[config.mk]
export PLATFORM = sky130hd
export DESIGN_NAME = ioc_top
export DESIGN_NICKNAME = d
export VERILOG_FILES = /design/src/verilog/ioc_pkg.sv /design/src/verilog/ioc_reg_if.sv /design/src/verilog/ioc_top.sv /design/src/verilog/ioc_sync2.sv /design/src/verilog/ioc_bank.sv
export SDC_FILE = /design/constraint.sdc
export NUM_CORES = 1
export LEC_CHECK = 0
export BUFFER_PORTS_ARGS = -buffer_cell sky130_fd_sc_hd__buf_2
export CAP_MARGIN = 10
export CORE_UTILIZATION = 35
export CTS_CLUSTER_SIZE = 12
export DETAILED_ROUTE_END_ITERATION = 7
export GPL_ROUTABILITY_DRIVEN = 0
export GPL_TIMING_DRIVEN = 0
export PLACE_DENSITY = 0.67
export SLEW_MARGIN = 20
export SYNTH_ARGS = -nofsm -noshare
export SYNTH_HDL_FRONTEND = slang
export SYNTH_SLANG_ARGS = --single-unit
[constraint.sdc]
create_clock -name I_REF_CLK -period 2.8 [get_ports I_REF_CLK]
set_clock_uncertainty 0.15 [all_clocks]
set_input_delay 0 -clock I_REF_CLK [delete_from_list [all_inputs] [get_ports I_REF_CLK]]
set_output_delay 0 -clock I_REF_CLK [all_outputs]
set_load 0.02 [all_outputs]
[src/verilog/ioc_pkg.sv]
// package: register map, field positions and state types of the io and operation control bank
package ioc_pkg;

	// ----------------------------------------------------------------
	// register map
	// ----------------------------------------------------------------
	localparam logic [7:0] IO_CONFIG_SECOND_OFS        = 8'h01;
	localparam logic [7:0] OPERATING_STATE_CONTROL_OFS = 8'h02;
	localparam logic [7:0] IO_CONFIG_SECOND_RST        = 8'h00;
	localparam logic [7:0] OPERATING_STATE_CONTROL_RST = 8'h00;
	localparam logic [7:0] UNMAPPED_READ               = 8'h00;

	// ----------------------------------------------------------------
	// io_config_second fields
	// ----------------------------------------------------------------
	localparam int IO2_SUPPLY_3V     = 7;
	localparam int IO2_DIG_REG_OFF   = 6;
	localparam int IO2_TUNE_DAC_EN   = 5;
	localparam int IO2_PD_IDLE_SEL   = 4;
	localparam int IO2_PD_DESEL      = 3;
	localparam int IO2_DRIVE_HIGH    = 2;
	localparam int IO2_AM_REF_SELECT = 1;
	localparam int IO2_AM_SINK       = 0;

	// ----------------------------------------------------------------
	// operating_state_control fields
	// ----------------------------------------------------------------
	localparam int OPC_READY     = 7;
	localparam int OPC_RX_EN     = 6;
	localparam int OPC_RX_SINGLE = 5;
	localparam int OPC_RX_MANUAL = 4;
	localparam int OPC_TX_EN     = 3;
	localparam int OPC_WAKEUP    = 2;
	localparam int OPC_FD_HI     = 1;
	localparam int OPC_FD_LO     = 0;

	localparam logic [1:0] FD_OFF       = 2'h0;
	localparam logic [1:0] FD_MAN_COLL  = 2'h1;
	localparam logic [1:0] FD_MAN_PEER  = 2'h2;
	localparam logic [1:0] FD_AUTO      = 2'h3;

	typedef struct packed {
		logic [7:0] io_cfg2;
		logic [7:0] op_ctl;
		logic [7:0] rdata;
	} ioc_bank_t;

	typedef struct packed {
		logic s1;
		logic s2;
	} ioc_sync_t;

	function automatic logic [7:0] ioc_read_mux(input logic [7:0] addr,
		input logic [7:0] io2, input logic [7:0] opc);
		logic [7:0] d;
		d = UNMAPPED_READ;
		if (addr == IO_CONFIG_SECOND_OFS)
			d = io2;
		else if (addr == OPERATING_STATE_CONTROL_OFS)
			d = opc;
		return d;
	endfunction

	function automatic logic ioc_low_power(input logic [7:0] opc);
		return (opc[OPC_FD_HI:OPC_FD_LO] != FD_OFF) && (opc[7:2] == 6'h00);
	endfunction

endpackage

[src/verilog/ioc_reg_if.sv]
// interface: register contents and transmit enable events between bank and control logic
`timescale 1ns/1ps
interface ioc_reg_if;
	logic [7:0] io_cfg2;
	logic [7:0] op_ctl;
	logic       tx_set;
	logic       tx_clr;

	modport bank
	(
		output io_cfg2,
		output op_ctl,
		input  tx_set,
		input  tx_clr
	);

	modport user
	(
		input  io_cfg2,
		input  op_ctl,
		output tx_set,
		output tx_clr
	);
endinterface

[src/verilog/ioc_top.sv]
// module: io configuration and operating state control of the reader front end
//
// Strobed register access was chosen for this implementation.
`timescale 1ns/1ps

// Functional notes
// - bit 6 set turns digital regulator off
// - tuning dac runs when bit5 and ready
// - bit5 without ready holds tuning fixed
// - bit4: spi pulldown when selected, undriven
// - bit3: miso pulldown while deselected
// - bit2 raises miso, clock, irq drive
// - bit1 picks am reference: driver or rf
// - control bit7 starts oscillator, ready mode
// - control bit6 enables receiver
// - bit5 chooses both channels or one
// - bit4 chooses automatic or manual channel
// - tx enable set on field-on, cleared after tx done in active peer link
// - bit2 enables wake-up mode
// - field detector two-bit mode decode
// - detector alone means low-power initial mode
module ioc_top
(
	input  wire logic       I_REF_CLK,
	input  wire logic       I_RST_B,
	input  wire logic       I_CE,
	input  wire logic [7:0] I_ADDR,
	input  wire logic [7:0] I_WDATA,
	input  wire logic       I_WR,
	input  wire logic       I_RD,
	output logic      [7:0] O_RDATA,
	input  wire logic       I_FIELD_ON_CMD,
	input  wire logic       I_TX_DONE,
	input  wire logic       I_ACTIVE_PEER_LINK,
	input  wire logic       I_CHANNEL_PICK,
	input  wire logic       I_SPI_MODE,
	input  wire logic       I_CHIP_SELECT_N,
	input  wire logic       I_MISO_DRIVEN,
	output logic            O_SUPPLY_3V,
	output logic            O_DIG_REG_OFF,
	output logic            O_TUNE_DAC_RUN,
	output logic            O_TUNE_HOLD_FIXED,
	output logic            O_TUNE_FIXED_VALID,
	output logic            O_MISO_PULLDOWN,
	output logic            O_IO_DRIVE_HIGH,
	output logic            O_AM_REGULATOR_REF_SELECT,
	output logic            O_AM_ACTIVE_SINK,
	output logic            O_READY,
	output logic            O_RX_EN,
	output logic            O_RX_AM_EN,
	output logic            O_RX_PM_EN,
	output logic            O_RX_AUTO_SELECT,
	output logic            O_TX_EN,
	output logic            O_WAKEUP_MODE_ENABLE,
	output logic            O_FD_ENABLE,
	output logic            O_FD_PEER_THRESHOLD,
	output logic            O_FD_AUTO,
	output logic            O_LOW_POWER_NFC
);

	// ----------------------------------------------------------------
	// state
	// ----------------------------------------------------------------
	typedef struct packed {
		logic supply_3v;
		logic dig_reg_off;
		logic tune_run;
		logic tune_hold;
		logic ready_seen;
		logic tune_valid;
		logic miso_pd;
		logic drive_high;
		logic am_ref;
		logic am_sink;
		logic ready;
		logic rx_en;
		logic rx_am;
		logic rx_pm;
		logic rx_auto;
		logic tx_en;
		logic wakeup;
		logic fd_en;
		logic fd_peer;
		logic fd_auto;
		logic low_power;
	} ioc_out_t;

	ioc_out_t   st_r;
	ioc_out_t   st_nxt;
	logic       cs_n_s;
	logic [7:0] io2;
	logic [7:0] opc;
	logic [1:0] fd;

	ioc_reg_if rif ();

	// ----------------------------------------------------------------
	// submodules
	// ----------------------------------------------------------------
	ioc_bank i_ioc_bank
	(
		.i_clk   (I_REF_CLK),
		.i_rst_b (I_RST_B),
		.i_ce    (I_CE),
		.i_addr  (I_ADDR),
		.i_wdata (I_WDATA),
		.i_wr    (I_WR),
		.i_rd    (I_RD),
		.o_rdata (O_RDATA),
		.rif     (rif.bank)
	);

	ioc_sync2 i_ioc_sync2
	(
		.i_clk   (I_REF_CLK),
		.i_rst_b (I_RST_B),
		.i_ce    (I_CE),
		.i_async (I_CHIP_SELECT_N),
		.o_sync  (cs_n_s)
	);

	// field-on command forces transmit on; end of an active-mode transmission drops it
	assign rif.tx_set = I_FIELD_ON_CMD;
	assign rif.tx_clr = I_TX_DONE && I_ACTIVE_PEER_LINK;

	assign io2 = rif.io_cfg2;
	assign opc = rif.op_ctl;
	assign fd  = opc[ioc_pkg::OPC_FD_HI:ioc_pkg::OPC_FD_LO];

	// ----------------------------------------------------------------
	// output decode
	// ----------------------------------------------------------------
	always_comb
	begin
		st_nxt = st_r;
		if (I_CE)
		begin
			st_nxt.supply_3v   = io2[ioc_pkg::IO2_SUPPLY_3V];
			st_nxt.dig_reg_off = io2[ioc_pkg::IO2_DIG_REG_OFF];
			st_nxt.tune_run    = io2[ioc_pkg::IO2_TUNE_DAC_EN] && opc[ioc_pkg::OPC_READY];
			st_nxt.tune_hold   = io2[ioc_pkg::IO2_TUNE_DAC_EN] && !opc[ioc_pkg::OPC_READY];
			// fixed tuning value is meaningful only after ready has been on once
			st_nxt.ready_seen  = st_r.ready_seen || opc[ioc_pkg::OPC_READY];
			st_nxt.tune_valid  = st_nxt.tune_hold && st_r.ready_seen;
			st_nxt.miso_pd     = (io2[ioc_pkg::IO2_PD_IDLE_SEL] && !cs_n_s && I_SPI_MODE
				&& !I_MISO_DRIVEN)
				|| (io2[ioc_pkg::IO2_PD_DESEL] && cs_n_s);
			st_nxt.drive_high  = io2[ioc_pkg::IO2_DRIVE_HIGH];
			st_nxt.am_ref      = io2[ioc_pkg::IO2_AM_REF_SELECT];
			st_nxt.am_sink     = io2[ioc_pkg::IO2_AM_SINK];
			st_nxt.ready       = opc[ioc_pkg::OPC_READY];
			st_nxt.rx_en       = opc[ioc_pkg::OPC_RX_EN];
			// single channel: pick low selects am, high selects pm
			if (!opc[ioc_pkg::OPC_RX_EN])
			begin
				st_nxt.rx_am = 1'b0;
				st_nxt.rx_pm = 1'b0;
			end
			else if (opc[ioc_pkg::OPC_RX_SINGLE])
			begin
				st_nxt.rx_am = !I_CHANNEL_PICK;
				st_nxt.rx_pm = I_CHANNEL_PICK;
			end
			else
			begin
				st_nxt.rx_am = 1'b1;
				st_nxt.rx_pm = 1'b1;
			end
			st_nxt.rx_auto     = opc[ioc_pkg::OPC_RX_EN] && !opc[ioc_pkg::OPC_RX_SINGLE]
				&& !opc[ioc_pkg::OPC_RX_MANUAL];
			st_nxt.tx_en       = opc[ioc_pkg::OPC_TX_EN];
			st_nxt.wakeup      = opc[ioc_pkg::OPC_WAKEUP];
			case (fd)
				ioc_pkg::FD_OFF:
				begin
					st_nxt.fd_en   = 1'b0;
					st_nxt.fd_peer = 1'b0;
					st_nxt.fd_auto = 1'b0;
				end
				ioc_pkg::FD_MAN_COLL:
				begin
					st_nxt.fd_en   = 1'b1;
					st_nxt.fd_peer = 1'b0;
					st_nxt.fd_auto = 1'b0;
				end
				ioc_pkg::FD_MAN_PEER:
				begin
					st_nxt.fd_en   = 1'b1;
					st_nxt.fd_peer = 1'b1;
					st_nxt.fd_auto = 1'b0;
				end
				default:
				begin
					st_nxt.fd_en   = 1'b1;
					st_nxt.fd_peer = 1'b0;
					st_nxt.fd_auto = 1'b1;
				end
			endcase
			st_nxt.low_power   = ioc_pkg::ioc_low_power(opc);
		end
	end

	always_ff @(posedge I_REF_CLK)
	begin
		if (!I_RST_B)
			st_r <= '0;
		else
			st_r <= st_nxt;
	end

	// ----------------------------------------------------------------
	// outputs
	// ----------------------------------------------------------------
	assign O_SUPPLY_3V               = st_r.supply_3v;
	assign O_DIG_REG_OFF             = st_r.dig_reg_off;
	assign O_TUNE_DAC_RUN            = st_r.tune_run;
	assign O_TUNE_HOLD_FIXED         = st_r.tune_hold;
	assign O_TUNE_FIXED_VALID        = st_r.tune_valid;
	assign O_MISO_PULLDOWN           = st_r.miso_pd;
	assign O_IO_DRIVE_HIGH           = st_r.drive_high;
	assign O_AM_REGULATOR_REF_SELECT = st_r.am_ref;
	assign O_AM_ACTIVE_SINK          = st_r.am_sink;
	assign O_READY                   = st_r.ready;
	assign O_RX_EN                   = st_r.rx_en;
	assign O_RX_AM_EN                = st_r.rx_am;
	assign O_RX_PM_EN                = st_r.rx_pm;
	assign O_RX_AUTO_SELECT          = st_r.rx_auto;
	assign O_TX_EN                   = st_r.tx_en;
	assign O_WAKEUP_MODE_ENABLE      = st_r.wakeup;
	assign O_FD_ENABLE               = st_r.fd_en;
	assign O_FD_PEER_THRESHOLD       = st_r.fd_peer;
	assign O_FD_AUTO                 = st_r.fd_auto;
	assign O_LOW_POWER_NFC           = st_r.low_power;

	// ----------------------------------------------------------------
	// checks
	// ----------------------------------------------------------------
	property p_dig_reg;
		@(posedge I_REF_CLK) disable iff (!I_RST_B)
		I_CE |=> (O_DIG_REG_OFF == $past(io2[ioc_pkg::IO2_DIG_REG_OFF]));
	endproperty
	a_dig_reg: assert property (p_dig_reg) else $error("regulator off mismatch");

	property p_tune_run;
		@(posedge I_REF_CLK) disable iff (!I_RST_B)
		(I_CE && io2[ioc_pkg::IO2_TUNE_DAC_EN] && opc[ioc_pkg::OPC_READY])
			|=> (O_TUNE_DAC_RUN && !O_TUNE_HOLD_FIXED);
	endproperty
	a_tune_run: assert property (p_tune_run) else $error("tuning dac not running");

	property p_tune_hold;
		@(posedge I_REF_CLK) disable iff (!I_RST_B)
		(I_CE && io2[ioc_pkg::IO2_TUNE_DAC_EN] && !opc[ioc_pkg::OPC_READY])
			|=> (O_TUNE_HOLD_FIXED && !O_TUNE_DAC_RUN);
	endproperty
	a_tune_hold: assert property (p_tune_hold) else $error("tuning not held");

	property p_pd_sel;
		@(posedge I_REF_CLK) disable iff (!I_RST_B)
		(I_CE && io2[ioc_pkg::IO2_PD_IDLE_SEL] && !cs_n_s && I_SPI_MODE && !I_MISO_DRIVEN)
			|=> O_MISO_PULLDOWN;
	endproperty
	a_pd_sel: assert property (p_pd_sel) else $error("selected pulldown missing");

	property p_pd_desel;
		@(posedge I_REF_CLK) disable iff (!I_RST_B)
		(I_CE && cs_n_s) |=> (O_MISO_PULLDOWN == $past(io2[ioc_pkg::IO2_PD_DESEL]));
	endproperty
	a_pd_desel: assert property (p_pd_desel) else $error("deselect pulldown wrong");

	property p_drive;
		@(posedge I_REF_CLK) disable iff (!I_RST_B)
		I_CE ##1 I_CE |=> (O_IO_DRIVE_HIGH == $past(io2[ioc_pkg::IO2_DRIVE_HIGH]));
	endproperty
	a_drive: assert property (p_drive) else $error("drive level mismatch");

	property p_am_ref;
		@(posedge I_REF_CLK) disable iff (!I_RST_B)
		I_CE |=> (O_AM_REGULATOR_REF_SELECT == $past(io2[ioc_pkg::IO2_AM_REF_SELECT]));
	endproperty
	a_am_ref: assert property (p_am_ref) else $error("am reference mismatch");

	property p_ready;
		@(posedge I_REF_CLK) disable iff (!I_RST_B)
		I_CE |=> (O_READY == $past(opc[ioc_pkg::OPC_READY]));
	endproperty
	a_ready: assert property (p_ready) else $error("ready mode mismatch");

	property p_rx_off;
		@(posedge I_REF_CLK) disable iff (!I_RST_B)
		(I_CE && !opc[ioc_pkg::OPC_RX_EN]) |=> (!O_RX_AM_EN && !O_RX_PM_EN && !O_RX_EN);
	endproperty
	a_rx_off: assert property (p_rx_off) else $error("receiver active while off");

	property p_rx_single;
		@(posedge I_REF_CLK) disable iff (!I_RST_B)
		(I_CE && opc[ioc_pkg::OPC_RX_EN] && opc[ioc_pkg::OPC_RX_SINGLE])
			|=> ((O_RX_AM_EN != O_RX_PM_EN) && (O_RX_PM_EN == $past(I_CHANNEL_PICK)));
	endproperty
	a_rx_single: assert property (p_rx_single) else $error("single channel wrong");

	property p_rx_auto;
		@(posedge I_REF_CLK) disable iff (!I_RST_B)
		(I_CE && opc[ioc_pkg::OPC_RX_EN] && !opc[ioc_pkg::OPC_RX_SINGLE])
			|=> (O_RX_AUTO_SELECT == !$past(opc[ioc_pkg::OPC_RX_MANUAL]));
	endproperty
	a_rx_auto: assert property (p_rx_auto) else $error("channel method wrong");

	property p_wakeup;
		@(posedge I_REF_CLK) disable iff (!I_RST_B)
		I_CE |=> (O_WAKEUP_MODE_ENABLE == $past(opc[ioc_pkg::OPC_WAKEUP]));
	endproperty
	a_wakeup: assert property (p_wakeup) else $error("wake-up mismatch");

	property p_fd;
		@(posedge I_REF_CLK) disable iff (!I_RST_B)
		I_CE |=> ((O_FD_ENABLE == ($past(fd) != 2'h0)) && (O_FD_AUTO == ($past(fd) == 2'h3))
			&& (O_FD_PEER_THRESHOLD == ($past(fd) == 2'h2)));
	endproperty
	a_fd: assert property (p_fd) else $error("field detector decode wrong");

	property p_low_power;
		@(posedge I_REF_CLK) disable iff (!I_RST_B)
		(I_CE && fd != 2'h0 && opc[7:2] == 6'h00) |=> O_LOW_POWER_NFC;
	endproperty
	a_low_power: assert property (p_low_power) else $error("low power mode missed");

endmodule

[src/verilog/ioc_sync2.sv]
// module: two flip-flop synchroniser for a pin input
`timescale 1ns/1ps
module ioc_sync2
(
	input  wire logic i_clk,
	input  wire logic i_rst_b,
	input  wire logic i_ce,
	input  wire logic i_async,
	output logic      o_sync
);
	ioc_pkg::ioc_sync_t st_r;
	ioc_pkg::ioc_sync_t st_nxt;

	always_comb
	begin
		st_nxt = st_r;
		if (i_ce)
		begin
			st_nxt.s1 = i_async;
			st_nxt.s2 = st_r.s1;
		end
	end

	// idle value high: chip select deselected
	always_ff @(posedge i_clk)
	begin
		if (!i_rst_b)
			st_r <= '{s1: 1'b1, s2: 1'b1};
		else
			st_r <= st_nxt;
	end

	assign o_sync = st_r.s2;
endmodule

[src/verilog/ioc_bank.sv]
// module: register storage, host port decode and automatic transmit enable update
`timescale 1ns/1ps
module ioc_bank
(
	input  wire logic       i_clk,
	input  wire logic       i_rst_b,
	input  wire logic       i_ce,
	input  wire logic [7:0] i_addr,
	input  wire logic [7:0] i_wdata,
	input  wire logic       i_wr,
	input  wire logic       i_rd,
	output logic      [7:0] o_rdata,
	ioc_reg_if.bank         rif
);
	ioc_pkg::ioc_bank_t st_r;
	ioc_pkg::ioc_bank_t st_nxt;

	// ----------------------------------------------------------------
	// next state
	// ----------------------------------------------------------------
	always_comb
	begin
		st_nxt = st_r;
		if (i_ce)
		begin
			st_nxt.rdata = ioc_pkg::UNMAPPED_READ;
			if (i_rd)
				st_nxt.rdata = ioc_pkg::ioc_read_mux(i_addr, st_r.io_cfg2, st_r.op_ctl);
			if (i_wr && i_addr == ioc_pkg::IO_CONFIG_SECOND_OFS)
				st_nxt.io_cfg2 = i_wdata;
			if (i_wr && i_addr == ioc_pkg::OPERATING_STATE_CONTROL_OFS)
				st_nxt.op_ctl = i_wdata;
			// hardware set is applied last so it wins over any clear
			if (rif.tx_clr)
				st_nxt.op_ctl[ioc_pkg::OPC_TX_EN] = 1'b0;
			if (rif.tx_set)
				st_nxt.op_ctl[ioc_pkg::OPC_TX_EN] = 1'b1;
		end
	end

	always_ff @(posedge i_clk)
	begin
		if (!i_rst_b)
			st_r <= '{io_cfg2: ioc_pkg::IO_CONFIG_SECOND_RST,
				op_ctl: ioc_pkg::OPERATING_STATE_CONTROL_RST, rdata: 8'h00};
		else
			st_r <= st_nxt;
	end

	assign rif.io_cfg2 = st_r.io_cfg2;
	assign rif.op_ctl  = st_r.op_ctl;
	assign o_rdata     = st_r.rdata;

	// ----------------------------------------------------------------
	// checks
	// ----------------------------------------------------------------
	property p_tx_set;
		@(posedge i_clk) disable iff (!i_rst_b)
		(i_ce && rif.tx_set) |=> rif.op_ctl[ioc_pkg::OPC_TX_EN];
	endproperty
	a_tx_set: assert property (p_tx_set) else $error("transmit enable not set");

	property p_tx_clr;
		@(posedge i_clk) disable iff (!i_rst_b)
		(i_ce && rif.tx_clr && !rif.tx_set) |=> !rif.op_ctl[ioc_pkg::OPC_TX_EN];
	endproperty
	a_tx_clr: assert property (p_tx_clr) else $error("transmit enable not cleared");
endmodule

# ---- Yosys cells after proc, flatten, opt, wreduce, memory -nomap -nowiden
# Cells that the tools add are included.
dict set report word_totals {
  regBits 47
  latch_bits 0
  mem_bits_rw 0
  romBits 0
  input_bits 28
  n_memories 0
}
dict set report op_classes {
  add_sub_neg 0
  mul 0
  div 0
  n_lt_le_gt_ge 0
  n_eq_ne 4
  shift 0
  n_mux 9
  bitwise 0
  reduce_logical 28
}
# operator count
set op_table {}
lappend op_table {{$mux W8} 3}
lappend op_table {{$logic_and A1 B1 Y1} 13}
lappend op_table {{$pmux W3 S3} 1}
lappend op_table {{$eq A8 B1 Y1 const B} 1}
lappend op_table {{$eq A8 B2 Y1 const B} 1}
lappend op_table {{$logic_not A1 Y1} 6}
lappend op_table {{$logic_not A6 Y1} 1}
lappend op_table {{$reduce_and A2 Y1} 3}
lappend op_table {{$mux W2} 2}
lappend op_table {{$mux W4} 1}
lappend op_table {{$reduce_bool A3 Y1} 1}
lappend op_table {{$eq A2 B1 Y1 const B} 1}
lappend op_table {{$eq A2 B2 Y1 const B} 1}
lappend op_table {{$logic_not A2 Y1} 1}
lappend op_table {{$logic_or A1 B1 Y1} 2}
lappend op_table {{$mux W1} 2}
lappend op_table {{$reduce_bool A2 Y1} 1}

# ---- Logic depth before layout (Yosys ltp)
# Gate-level depths: netlist of run 1.
dict set report depth {
  ltp_word 5
  ltp_mapped 6
  mapped_depth_nobuf 4
}

# ---- Cells and area by module
# From an unflattened synthesis of run 1, not the netlist that was laid out.
dict set report hier_totals {
  hier_cells 217
  area_unflattened_um2 2164.6
}
# module instances cells_per_inst area_each_um2 seq_area_each_um2
set by_module_without_submodules {}
lappend by_module_without_submodules {ioc_bank 1 125 1218.7 480.5}
lappend by_module_without_submodules {ioc_top 1 86 878.3 420.4}
lappend by_module_without_submodules {ioc_sync2 1 6 67.6 40.0}

# ---- Least setup slack after synthesis of run 1
# Ideal clock, no wire load.
dict set report synth_path {
  kind {input to register}
  start {input port I_ADDR[5]}
  end {register i_ioc_bank.st_r, in the netlist i_ioc_bank.rif.op_ctl[5]}
  t_arrival_ns 0.862
  required_time_ns 2.531
  setup_slack_ns 1.669
  stages 5
  path_buffers 1
  path_cell_list {nor4_4 nand4_1 buf_2 nand3_1 o21ai_1}
}
dict set report synth_between {
  elab_chain_cells 3
}
# item line_no
set synth_lines {}
lappend synth_lines {{start, declared} ioc_top.sv:27} ;# input wire logic [7:0] I_ADDR,
lappend synth_lines {{$eq A8 B2 Y1} ioc_bank.sv:31} ;# if (i_wr && i_addr == ioc_pkg::OPERATING_STATE_CONTROL_OFS)
lappend synth_lines {{$logic_and A1 B1 Y1} ioc_bank.sv:31}
lappend synth_lines {{$reduce_and A2 Y1 (no source line)} --}
lappend synth_lines {{end signal, assigned} ioc_bank.sv:44} ;# st_r <= '{io_cfg2: ioc_pkg::IO_CONFIG_SECOND_RST,
lappend synth_lines {{end signal, assigned} ioc_bank.sv:47} ;# st_r <= st_nxt;
lappend synth_lines {{end, declared} ioc_bank.sv:15} ;# ioc_pkg::ioc_bank_t st_r;
# No other way between the ends.
# A chain may end at the register's enable or synchronous reset.

# ---- Final worst setup path of run 1
dict set report layout_path {
  start {input port I_ADDR[6]}
  end {register i_ioc_bank.st_r, in the netlist i_ioc_bank.rif.op_ctl[3]}
}
dict set report layout_between {
  elab_chain_cells 4
}
# item line_no
set layout_lines {}
lappend layout_lines {{$eq A8 B2 Y1} ioc_bank.sv:31}
lappend layout_lines {{$logic_and A1 B1 Y1} ioc_bank.sv:31}
lappend layout_lines {{$reduce_bool A3 Y1 (no source line)} --}
lappend layout_lines {{$reduce_and A2 Y1 (no source line)} --}
# No other way between the ends.

==> results of run 1 <==
[synthesized netlist by cell type, types with 3 or more instances]
| cell | n |
|---|---|
| clkbuf_1 | 6 |
| a21oi_1 | 4 |
| dfxtp_1 | 47 |
| nor2_1 | 3 |
| buf_2 | 6 |
| nand3_1 | 21 |
| o21ai_1 | 23 |
| mux2i_1 | 12 |
| nor2b_1 | 15 |
| nand2b_1 | 8 |
| a22oi_1 | 8 |
| nand2_1 | 23 |
| a21boi_0 | 8 |
[worst max path at each step]
stage | start | to
after floorplan | I_ADDR[5] | i_ioc_bank.rif.op_ctl[5]$_SDFFE_PN0P_
after global placement | I_ADDR[5] | i_ioc_bank.rif.op_ctl[7]$_SDFFE_PN0P_
after detailed placement | I_ADDR[5] | i_ioc_bank.rif.op_ctl[7]$_SDFFE_PN0P_
after CTS | I_ADDR[6] | i_ioc_bank.rif.op_ctl[3]$_SDFFE_PN0P_
after global routing | I_ADDR[6] | i_ioc_bank.rif.op_ctl[3]$_SDFFE_PN0P_
final | I_ADDR[6] | i_ioc_bank.rif.op_ctl[3]$_SDFFE_PN0P_
[metrics by stage]
stage	total power [mW]	instance area, sq um	setup WS (ps)
5_1_grt	1.34	2530	381
3_5_place_dp	0.778	2250	1290
6_report	1.30	2530	483
4_1_cts	1.30	2530	521
3_3_place_gp	0.777	2250	1350
2_1_floorplan	0.740	1880	1670
[cells in the final DEF, fill, tap and decap left out, drive strengths merged]
cell type / synthesis / routed
o21ai: 23 / 23
mux2i: 12 / 12
and3: 1 / 1
nand3b: 1 / 1
nand4b: 1 / 1
a22oi: 8 / 8
inv: 2 / 2
a21oi: 4 / 4
o211a: 2 / 2
buf: 8 / 63
nand4: 3 / 3
dlygate4sd3: 0 / 17
nor4: 2 / 2
bufinv: 0 / 1
nand2b: 8 / 8
a22o: 1 / 1
a21boi: 8 / 8
nor2b: 15 / 15
clkbuf: 6 / 12
and2: 1 / 1
nor4bb: 1 / 1
clkinv: 0 / 1
o2111ai: 1 / 1
nand2: 23 / 23
nor2: 3 / 3
dfxtp: 47 / 47
o211ai: 2 / 2
nand3: 22 / 22
[cell type report]
| type | count | area, sq um |
|---|---|---|
| Timing Repair Buffer | 72 | 445 |
| Clock buffer | 6 | 82.6 |
| Multi-Input combinational cell | 142 | 876 |
| Tap cell | 70 | 87.6 |
| Buffer | 14 | 60.1 |
| Clock inverter | 2 | 35.0 |
| Fill cell | 553 | 2610 |
| Inverter | 2 | 7.51 |
| Sequential cell | 47 | 941 |
[cell families (layout without fill, tap and decap cells)]
kind of cell	count (synthesis)	in the layout
flops	47	47
compound gates	49	49
buf+inv	16	96
mux	12	12
simple gates	81	81
[report_power, final]
part	internal (mW)	total, mW	leakage, nW	switching, mW
Combinational	0.0512	0.104	0.614	0.0527
Sequential	0.672	0.676	0.379	0.00350
Clock	0.289	0.516	0.0612	0.227
[worst min-delay path, cell delays in order]
cell	delay [ps]
buf_2	100
nor4_4	50
nand4_2	170
nand3_1	90
o21ai_1	70
[routing by layer]
| metal | track usage (%) | share of wire (%) | vias to the layer above |
|---|---|---|---|
| met4 | 8.85 | 2.5 | 0 |
| met2 | 27.8 | 44 | 64 |
| met5 | 0 | 0 | - |
| met3 | 5.16 | 5.9 | 12 |
| met1 | 25.5 | 48 | 765 |
| li1 | - | - | 876 |
[what timing repair did]
action	CTS	global route
endpoints found under the hold margin	28	0
endpoints found under the setup margin	0	0
hold buffers	17	0
gates resized for setup	0	0
==> impl_metrics.ini, run 1 <==
[synthesis]
muxShareOfSynthArea_pct = 6.37
ys_types = 29
synth_ff_type = dfxtp_1
synth-edff-count = 0
synth_top_area_share_pct = 49.9
synth_xor_area_share_pct = 0
netlist_area_sq_um = 1880
netlist_instances = 205
synth_top_family_by_area = simple AND/OR/NAND/NOR gates
ys_top_cells_by_area = dfxtp_1 50%, mux2i_1 6.4%, o21ai_1 6.1%, nand3_1 5.6%, nor2b_1 5.0%
async_flop_share_pct = 0
synth_warnings = 0
synth_compound_area_share_pct = 16.3
synth_fa_ha_area_share_pct = 0
synthSimpleGateAreaFrac_pct = 23.8
syn-num-nets = 233
yosysTopAreaCell = dfxtp_1
ys_seq_elements = 47
synth_seq_area_share_pct = 49.9
syn_area_per_cell_sq_um = 9.19

[worst_setup_path]
crit_path_end_kind = flop
cp-start-kind = input pin
crit_path_cell_trace = dlygate4sd3_1 -> buf_2 -> nor4_4 -> and3_1 -> nand4_1 -> dlygate4sd3_1 -> nand2_1 -> dlygate4sd3_1
reg2reg_slack_ps = 1180
required_ps = 2900
worstReg2RegEnd = i_ioc_bank.rif.op_ctl[3]$_SDFFE_PN0P_
crit_buf_inv = 4
path_depth = 8
critPathTopFamily = buffers and inverters
crit_slowest_cell = dlygate4sd3_1
reg2reg_from = i_ioc_bank.rif.op_ctl[3]$_SDFFE_PN0P_
path_common_cell = dlygate4sd3_1
critPathArrivalTime_ps = 2420
rr_worst_depth = 5
crit_fanout = 4
crit_type = in -> reg
cp_slowest_stage_delay_ps = 580

[timing]
final-setup-viol-count = 0
hold_slack_ps = 55.1
tns_ps = 0
fin_crit_sh_pct = 82.8
worstMarginPinSlew_ps = 564
slew_headroom_pct = 62.4
grt_setup_unrepaired = no
fmax_mhz = 432
drv_slew = 0
finalHoldViolCount = 0
finalCriticalPeriod_ps = 2320

[drt]
post_drt_via_cell_ratio = 4.84
routedWlPerCell_um = 13.6
drc = 0
ant_nets = 0
num_vias = 1717
drt_first_iter_violations = 77
wirelength_um = 4840
first_pass_iters = 4

[die]
num_rows = 26
io-pin-count = 56
fp.coreArea_sq_um = 5140
initial_utilization_pct = 36.7
dieHeight_um = 75.4
die-area_sq_um = 5680
die_w_um = 75.4

[cts]
clk_pin_slew_ps = 80
clock_path_buffers = 2
cts_tree = done
root_buffer = clkbuf_8
h-tree-depth = 2
clkLatencyLatePin_ps = 300
clock-sinks = 47
post_cts_buffers = 0
cts_buffers = 5

[cells_and_area]
final_core_util_pct = 49.3
area_growth_syn_to_layout_pct = 34.5
instances_no_fill = 355
drive_gt1_share_pct = 25.3
nNetsFinal = 312
antenna_cells = 0

[hold_path]
holdPathEnd = i_ioc_bank.rif.io_cfg2[1]$_SDFFE_PN0P_
hold_path_depth = 5
worst_hold_path_type = in -> reg
hold_start = I_ADDR[5]

[global_route]
grt_overflow = 0
grt_pass1_vias = 1580
antenna_found_initial = 0
grt_max_degree = 15
grt_pass1_wl_um = 7820
track_usage_pct = 18.8

[power]
peakVddDrop_mv = 0.244
power_density_nw_per_um2 = 511
total_leakage_power_nw = 1.05

[placed_design]
dp_hpwl_um = 3400
placed_cells = 330
port_buffers = 55

[flow_run]
cap_violations = 0

[outcome]
status = completed
Power figures use the tool's default switching activity.
==> run 2: changes to the inputs <==
clock period = 2.3 ns   (was 2.8 ns; I/O delays follow)
==> run 2 against run 1 <==
Clock power is 22% higher. Global-route usage did not move. Highest routed layer unchanged. Largest power group unchanged. Sequential share of layout area increased by 0.11 points. Via count is 0.64% lower. Combinational power increased by 22%. Critical endpoint unchanged. Sequential power grew 22%. Total power grew 22%.
==> impl_metrics.ini, run 2 (synthesized netlist as in run 1, its figures left out) <==
[outcome]
status = completed

[drt]
post_drt_via_cell_ratio = 4.82
met3_wirelength_um = 292
first_pass_iters = 4
maxUsedRoutingLayer = met4
num_vias = 1706
wl_met2_um = 2110
drc = 0
ant_nets = 0
wl_met1_um = 2300
drt_first_iter_violations = 101
routedWlPerCell_um = 13.7
wirelength_um = 4860

[flow_run]
cap_violations = 0

[worst_setup_path]
crit_start = I_ADDR[6]
crit_path_cell_trace = dlygate4sd3_1 -> buf_2 -> nor4_4 -> buf_4 -> and3_4 -> nand4_1 -> nand2_1 -> dlygate4sd3_1
crit_path_end_kind = flop
path_depth = 8
reg2reg_slack_ps = 670
cp_slowest_stage_delay_ps = 540
crit_type = in -> reg
path_common_cell = dlygate4sd3_1
reg2reg_from = i_ioc_bank.rif.op_ctl[3]$_SDFFE_PN0P_
required_ps = 2400
cp-start-kind = input pin
rr_worst_depth = 5
endpoint = i_ioc_bank.rif.op_ctl[3]$_SDFFE_PN0P_
critPathTopFamily = buffers and inverters
crit_fanout = 3
critPathArrivalTime_ps = 2030
worstReg2RegEnd = i_ioc_bank.rif.op_ctl[3]$_SDFFE_PN0P_
crit_buf_inv = 4
crit_slowest_cell = dlygate4sd3_1

[global_route]
grt_max_degree = 15
grt_pass1_vias = 1580
antenna_found_initial = 0
grt_overflow = 0
track_usage_pct = 18.8
grt_pass1_wl_um = 7820

[cts]
clkLatencyLatePin_ps = 300
cts_tree = done
clock-sinks = 47
root_buffer = clkbuf_8
clock_path_buffers = 2
cts_buffers = 5
clk_pin_slew_ps = 80
h-tree-depth = 2

[cells_and_area]
area_growth_syn_to_layout_pct = 34.1
final_common_cell = buf_2
final_cell_mix = 61 x buf_2, 47 x dfxtp_1, 23 x nand2_1, 23 x o21ai_1, 21 x nand3_1
nNetsFinal = 311
fin_area_sq_um = 2530
antenna_cells = 0
instances_no_fill = 354
drive_gt1_share_pct = 26.1

[placed_design]
port_buffers = 55
dp_hpwl_um = 3400
placed_cells = 330
postPlaceCellArea_sq_um = 2250
place_ws_ps = 794

[timing]
grt_setup_unrepaired = no
drv_slew = 0
slew_headroom_pct = 62.5
tns_ps = 0
finalCriticalPeriod_ps = 1920
setup_slack_ps = 375
finalHoldViolCount = 0
worstMarginPinSlew_ps = 562
fmax_mhz = 520
fin_crit_sh_pct = 83.7
final-setup-viol-count = 0

[die]
die-area_sq_um = 5680
die_w_um = 75.4
fp.coreArea_sq_um = 5140
num_rows = 26
initial_utilization_pct = 36.7
io-pin-count = 56
dieHeight_um = 75.4

[power]
total_leakage_power_nw = 1.05
power_density_nw_per_um2 = 624
finalPower_mw = 1.58
peakVddDrop_mv = 0.296

[hold_path]
worst_hold_path_type = in -> reg
-- run 2: how the worst min path moves through the flow --
stage                               start                                endpoint  slack (ps)  depth (start not counted)
final                                I_CE      i_ioc_bank.o_rdata[2]$_SDFFE_PN0P_          60                          5
after global routing           I_SPI_MODE            O_MISO_PULLDOWN$_SDFFE_PN0P_          90                          5
after CTS                       I_ADDR[5]  i_ioc_bank.rif.io_cfg2[1]$_SDFFE_PN0P_          50                          5
after floorplan           I_CHIP_SELECT_N        i_ioc_sync2.st_r[1]$_SDFFE_PN1P_         -20                          2
after global placement    I_CHIP_SELECT_N        i_ioc_sync2.st_r[1]$_SDFFE_PN1P_          80                          3
after detailed placement  I_CHIP_SELECT_N        i_ioc_sync2.st_r[1]$_SDFFE_PN1P_          80                          3
-- run 2: per-layer routing --
layer | global-route usage [%] | vias to the layer above
met5 | 0 | -
met4 | 8.85 | 0
met3 | 5.16 | 14
met2 | 27.8 | 53
met1 | 25.5 | 763
li1 | - | 876
-- run 2: per-stage QoR --
stage	hold WS, ps	utilization (%)
6_report	62.6	49.2
5_1_grt	86.2	49.2
4_1_cts	46.3	49.3
3_5_place_dp	78.6	43.7
3_3_place_gp	75.7	43.7
2_1_floorplan	-21.6	-
-- run 2: worst reg2reg max path: cells and delay by family, from the launching register on --
kind	cells	cell delay, ps
and+or+nand+nor	1	80
DFF	1	460
AOI/OAI and AO/OA	2	280
buffers and inverters	2	610
-- run 2: report_power, final --
| group | total, mW | internal [mW] | switching, mW | leakage [nW] |
|---|---|---|---|---|
| sequential | 0.823 | 0.818 | 0.00442 | 0.379 |
| clock | 0.628 | 0.352 | 0.276 | 0.0612 |
| combinational | 0.127 | 0.0624 | 0.0644 | 0.610 |
-- run 2: repair_timing --
item | in CTS | in global routing
hold endpoints to repair | 28 | 0
gates resized for setup | 0 | 1
hold buffers | 17 | 0
endpoints found under the setup margin | 0 | 1
buffers inserted | 0 | 1
-- run 2: area by class of cell --
type | instances | area, sq um
fillers | 554 | 2610
flip-flops and latches | 47 | 941
multi-input cells | 142 | 881
repair buffers | 71 | 433
well taps | 70 | 87.6
clock buffers | 6 | 82.6
plain buffers | 14 | 60.1
clock inverters | 2 | 35.0
inverters | 2 | 7.51
